### config.mk
export PLATFORM = sky130hd
export DESIGN_NAME = decr_top
export DESIGN_NICKNAME = d
export VERILOG_FILES = /design/src/decr_pkg.sv /design/src/decr_chan_if.sv /design/src/decr_top.sv /design/src/decr_fault_ch.sv
export VERILOG_INCLUDE_DIRS = /design/src
export SDC_FILE = /design/constraint.sdc
export NUM_CORES = 1
export LEC_CHECK = 0
export BUFFER_PORTS_ARGS = -buffer_cell sky130_fd_sc_hd__buf_4
export CAP_MARGIN = 5
export CORE_AREA = 2 2 47 49
export DETAILED_ROUTE_END_ITERATION = 12
export DIE_AREA = 0 0 49 51
export PLACE_DENSITY = 0.8
export SYNTH_ARGS = -nofsm -noshare
export SYNTH_HDL_FRONTEND = slang
export SYNTH_SLANG_ARGS = --single-unit
### constraint.sdc
create_clock -name clk -period 1.38 [get_ports clk]
set_input_delay 0.276 -clock clk [delete_from_list [all_inputs] [get_ports clk]]
set_output_delay 0.276 -clock clk [all_outputs]
set_load 0.02 [all_outputs]
### src/decr_defs.svh
// constants for the driver enable and reset control block
`ifndef DECR_DEFS_SVH
`define DECR_DEFS_SVH
`define DECR_NUM_CH        4
`define DECR_REG_RST_VAL   4'h0
`define DECR_CLK_MHZ       20
`define DECR_PORST_CYCLES  4
`define DECR_SCLK_WAIT_CYCLES 400
`endif

### src/decr_pkg.sv
// types for the driver enable and reset control block
package decr_pkg;
    typedef logic [3:0] decr_ch_t;
    typedef enum logic [0:0] {DECR_POR, DECR_RUN} decr_state_t;
endpackage

### src/decr_chan_if.sv
// interface carrying per-channel serial and fault signals
`timescale 1ns/10ps
interface decr_chan_if;
    logic out_bit;
    logic ocp_event;
    logic ocp_retry;
    logic clr;
    logic fault;
    modport ctrl (output out_bit, output ocp_event, output ocp_retry, output clr, input fault);
    modport chan (input out_bit, input ocp_event, input ocp_retry, input clr, output fault);
endinterface

### src/decr_top.sv
// driver enable, reset and output gating for four low-side channels
`timescale 1ns/10ps
`include "decr_defs.svh"
module decr_top (
    // clock and reset
    input  wire logic             clk,
    input  wire logic             rst,
    // enable pin, pulled low when floating
    input  wire logic             drive_enable_n,
    // serial side, synchronous strobes
    input  wire logic             shift_clk,
    input  wire logic             serial_in,
    input  wire logic             update_strobe,
    // protection inputs
    input  wire logic             thermal_shutdown,
    input  wire decr_pkg::decr_ch_t ocp_event,
    input  wire decr_pkg::decr_ch_t ocp_retry,
    // outputs
    output logic                  serial_out,
    output decr_pkg::decr_ch_t    gate,
    output decr_pkg::decr_ch_t    fault_bits,
    output logic                  fault_flag_n
);
    decr_pkg::decr_state_t state_q = decr_pkg::DECR_POR;
    decr_pkg::decr_state_t state_d;
    logic [2:0]            por_cnt_q = 3'h0;
    logic [2:0]            por_cnt_d;
    decr_pkg::decr_ch_t    hold_q;
    decr_pkg::decr_ch_t    hold_d;
    decr_pkg::decr_ch_t    outreg_q;
    decr_pkg::decr_ch_t    outreg_d;
    logic                  sclk_q;
    logic                  upd_q;
    logic                  serial_out_q;
    logic                  sclk_rise;
    logic                  upd_rise;
    logic                  int_rst;
    logic                  por_done;
    decr_pkg::decr_ch_t    fault_w;
    decr_pkg::decr_ch_t    gate_d;
    logic                  fault_n_d;

    // power-up reset from declared start values
    assign por_done = (por_cnt_q == 3'(`DECR_PORST_CYCLES - 1));
    assign int_rst  = rst | (state_q == decr_pkg::DECR_POR);
    always_comb begin
        state_d   = state_q;
        por_cnt_d = por_cnt_q;
        unique case (state_q)
            decr_pkg::DECR_POR: begin
                por_cnt_d = por_cnt_q + 3'h1;
                if (por_done) begin
                    state_d = decr_pkg::DECR_RUN;
                end
            end
            decr_pkg::DECR_RUN: begin
                por_cnt_d = por_cnt_q;
            end
        endcase
    end
    always_ff @(posedge clk) begin
        state_q   <= state_d;
        por_cnt_q <= por_cnt_d;
    end

    // serial registers, independent of drive enable
    assign sclk_rise = shift_clk & ~sclk_q;
    assign upd_rise  = update_strobe & ~upd_q;
    assign hold_d    = sclk_rise ? {hold_q[2:0], serial_in} : hold_q;
    assign outreg_d  = upd_rise ? hold_q : outreg_q;
    always_ff @(posedge clk) begin
        if (int_rst) begin
            hold_q       <= `DECR_REG_RST_VAL;
            outreg_q     <= `DECR_REG_RST_VAL;
            sclk_q       <= 1'b0;
            upd_q        <= 1'b0;
            serial_out_q <= 1'b0;
        end else begin
            hold_q       <= hold_d;
            outreg_q     <= outreg_d;
            sclk_q       <= shift_clk;
            upd_q        <= update_strobe;
            serial_out_q <= hold_d[3];
        end
    end

    // per-channel fault latches
    genvar i;
    generate
        for (i = 0; i < `DECR_NUM_CH; i++) begin : g_ch
            decr_chan_if cif ();
            assign cif.out_bit   = outreg_q[i];
            assign cif.ocp_event = ocp_event[i];
            assign cif.ocp_retry = ocp_retry[i];
            assign cif.clr       = int_rst;
            assign fault_w[i]    = cif.fault;
            decr_fault_ch u_ch (
                .clk (clk),
                .rst (int_rst),
                .ch  (cif.chan)
            );
        end
    endgenerate

    // output gating
    assign gate_d = outreg_q & {4{~drive_enable_n}} & ~fault_w
                    & {4{~thermal_shutdown}};
    assign fault_n_d = ~(|fault_w | thermal_shutdown);
    always_ff @(posedge clk) begin
        if (int_rst) begin
            gate         <= 4'h0;
            fault_bits   <= 4'h0;
            fault_flag_n <= 1'b1;
        end else begin
            gate         <= gate_d;
            fault_bits   <= fault_w;
            fault_flag_n <= fault_n_d;
        end
    end
    assign serial_out = serial_out_q;
endmodule // decr_top

### src/decr_fault_ch.sv
// one channel overcurrent fault latch
`timescale 1ns/10ps
`include "decr_defs.svh"
module decr_fault_ch (
    // clock and reset
    input wire logic clk,
    input wire logic rst,
    // channel link
    decr_chan_if.chan ch
);
    logic overcurrent_fault_latch_q;
    logic overcurrent_fault_latch_d;
    logic set_w;
    logic clr_w;

    assign set_w = ch.ocp_event & ch.out_bit;
    assign clr_w = ch.clr | ch.ocp_retry | ~ch.out_bit;
    // set wins over clear except under reset
    assign overcurrent_fault_latch_d = set_w ? 1'b1 : (clr_w ? 1'b0 : overcurrent_fault_latch_q);

    always_ff @(posedge clk) begin
        if (rst) begin
            overcurrent_fault_latch_q <= 1'b0;
        end else begin
            overcurrent_fault_latch_q <= overcurrent_fault_latch_d;
        end
    end
    assign ch.fault = overcurrent_fault_latch_q;
endmodule // decr_fault_ch

==> run metrics <==
status finished, final reports clean; Slew headroom 74.0%; Yosys reg bits 27; most frequent cell after synthesis dfxtp_1; share of layout cells above drive strength 1 33.9%; overall power 1.20 mW; # DRC 0; core area 2060 µm²; DR vias/cell 4.59; Final Util 57.7%; sequential share of the synthesized area 60.3%; Die Wd 49 µm; leakage 0.520 nW; top cell type's share of synthesized area 50.8%; CTS Root Cell clkbuf_4; Max VDD drop 0.000643 V; postcts setup bufs 0; CP arrival 1.38 ns; nets 127; CP Capture Type register; Crit Path Class register to register; IO Port Bufs 24; minimum clock period after layout 1.16 ns; initial antenna violation count 0; WL/cell 11.4 µm; Setup WS pre-CTS 0.228 ns; fill cell count 184; dominant cell type by area after synthesis dfxtp_1; post-synth cell types 19; CP Cell Sequence ha_1, ha_1, or2_2; Detail Placement HPWL 1.20 mm; Synth Net Count 99; Initial Util 45.8%; area delta synth->final 25.9%; Syn Inst Count 82; cell count after placement 133; fmax 862 MHz; Yosys warnings 0; initial drt markers 3; highest-delay cell along the critical path edfxtp_1; setup violators final 0; CTS tree built; RD Place Congestion 0.766; worst clock skew 0.00566 ns; fraction of registers with async set/reset 0%; most frequent cells after synthesis 24 x dfxtp_1, 9 x nor2_1, 8 x inv_1, 8 x mux2i_1, 6 x and2_1; hold_buf cts 0; Die ar. 2500 µm²; Hold Vio Cnt, Final 0; Startpoint Class register; clock sinks 27; Max Cap Violations 0; Hold Path Class primary input to register; setup ws final 0.220 ns; final slew viol count 0; Antenna Nets Post-Route 0; Cell Area, Synth 946 µm²; Clock Path Buffers 2; num rows 17; Synth area leaders dfxtp_1 51%, edfxtp_1 9.5%, mux2i_1 8.5%; slowest stage delay, CP 0.43 ns; clock latency on the worst-skew pair 0.32 ns; P per Cell Area 1010 nW/µm²; CP Max Fanout 2; worst path bufs/invs 0; critical path's most frequent cell ha_1; post-CTS sizing 0; clock slew at reported path FFs 0.13 ns; Worst-Margin Slew 0.389 ns; GR Util All Layers 14.9%; Finished Layout Cells 137; CP top delay family flip-flops; pin count of the biggest net entering global routing 16; Finished Cell Area 1190 µm²; Final TNS setup 0 ns; H-tree levels 1; Final period util 84.1%; n_diodes 0; vias in the first global route 606; Post-Route WL 1.56 mm; DRT Pass-1 Iters 2; critical path data required time 1.60 ns; Reg2Reg Setup Slack 0.22 ns; global-route wire length before repair 2.71 mm; Top FF cell, synth dfxtp_1; Die Y 51 µm; RSZ-0062 raised after global routing false; total I/O pin count 25; CTS Buf Count 3; Avg Cell Area, Syn 11.5 µm²; number of synthesized flops with an enable pin 3; total gr overflow 0; worst hold slack 0.156 ns; placed inst area 1160 µm²; via count 629
-- logic make-up after synthesis --
logic type | Yosys count | synth area share, %
flops | 27 | 60.3
buf+inv | 11 | 4.50
mux | 8 | 8.47
fa+ha+maj | 2 | 2.65
compound gates | 5 | 2.65
simple gates | 29 | 21.4
-- metal layers --
metal,GRT usage [%],vias to the layer above,share of wire [%]
met2,25.1,14,53
met1,17.0,289,40
met5,0,-,0
met4,10.0,0,2.7
met3,3.51,5,3.7
li1,-,321,-
-- cells in the final DEF, fill, tap and decap left out --
cell type	n
nor2b_1	1
a21oi_1	4
clkinv_2	1
nor3b_2	4
nand2b_1	1
inv_1	8
and2_1	6
ha_1	2
or4_1	1
edfxtp_1	3
nor2_1	9
buf_4	26
nor3b_1	4
or2_2	1
mux2i_1	8
dfxtp_1	24
o21ai_0	1
or3_4	1
clkbuf_4	3
nand2b_4	1
-- cell type report --
class                   count  area [µm²]  area share, %
flip-flops and latches     27         571           47.9
repair buffers             26         195           16.4
multi-input cells          44         333           27.9
inverters                   8        30.0           2.52
clock buffers               3        22.5           1.89
well taps                  28        35.0           2.94
clock inverters             1        5.00          0.420
-- flip-flops by register name (all words and copies together) (netlist names) --
name                cells
upd_q                   1
g_ch.u_ch.ch.fault      4
fault_bits              4
gate                    4
outreg_q                4
por_cnt_q               3
fault_flag_n            1
sclk_q                  1
state_q                 1
hold_q                  4
-- power by group --
group / switching (mW) / total, mW / internal, mW
clock network: 0.225 / 0.334 / 0.109
logic: 0.0244 / 0.0671 / 0.0427
registers: 0.000894 / 0.797 / 0.796
-- worst paths after layout --
path | startpoint | to | cells past startpoint
max | por_cnt_q[0] | state_q | 3
min reg2reg | g_ch[3].u_ch.ch.fault | gate[3] | 1
max reg2reg | por_cnt_q[0] | state_q | 3
min | shift_clk | sclk_q | 2
Note: power is estimated with default switching activity, not from simulation.
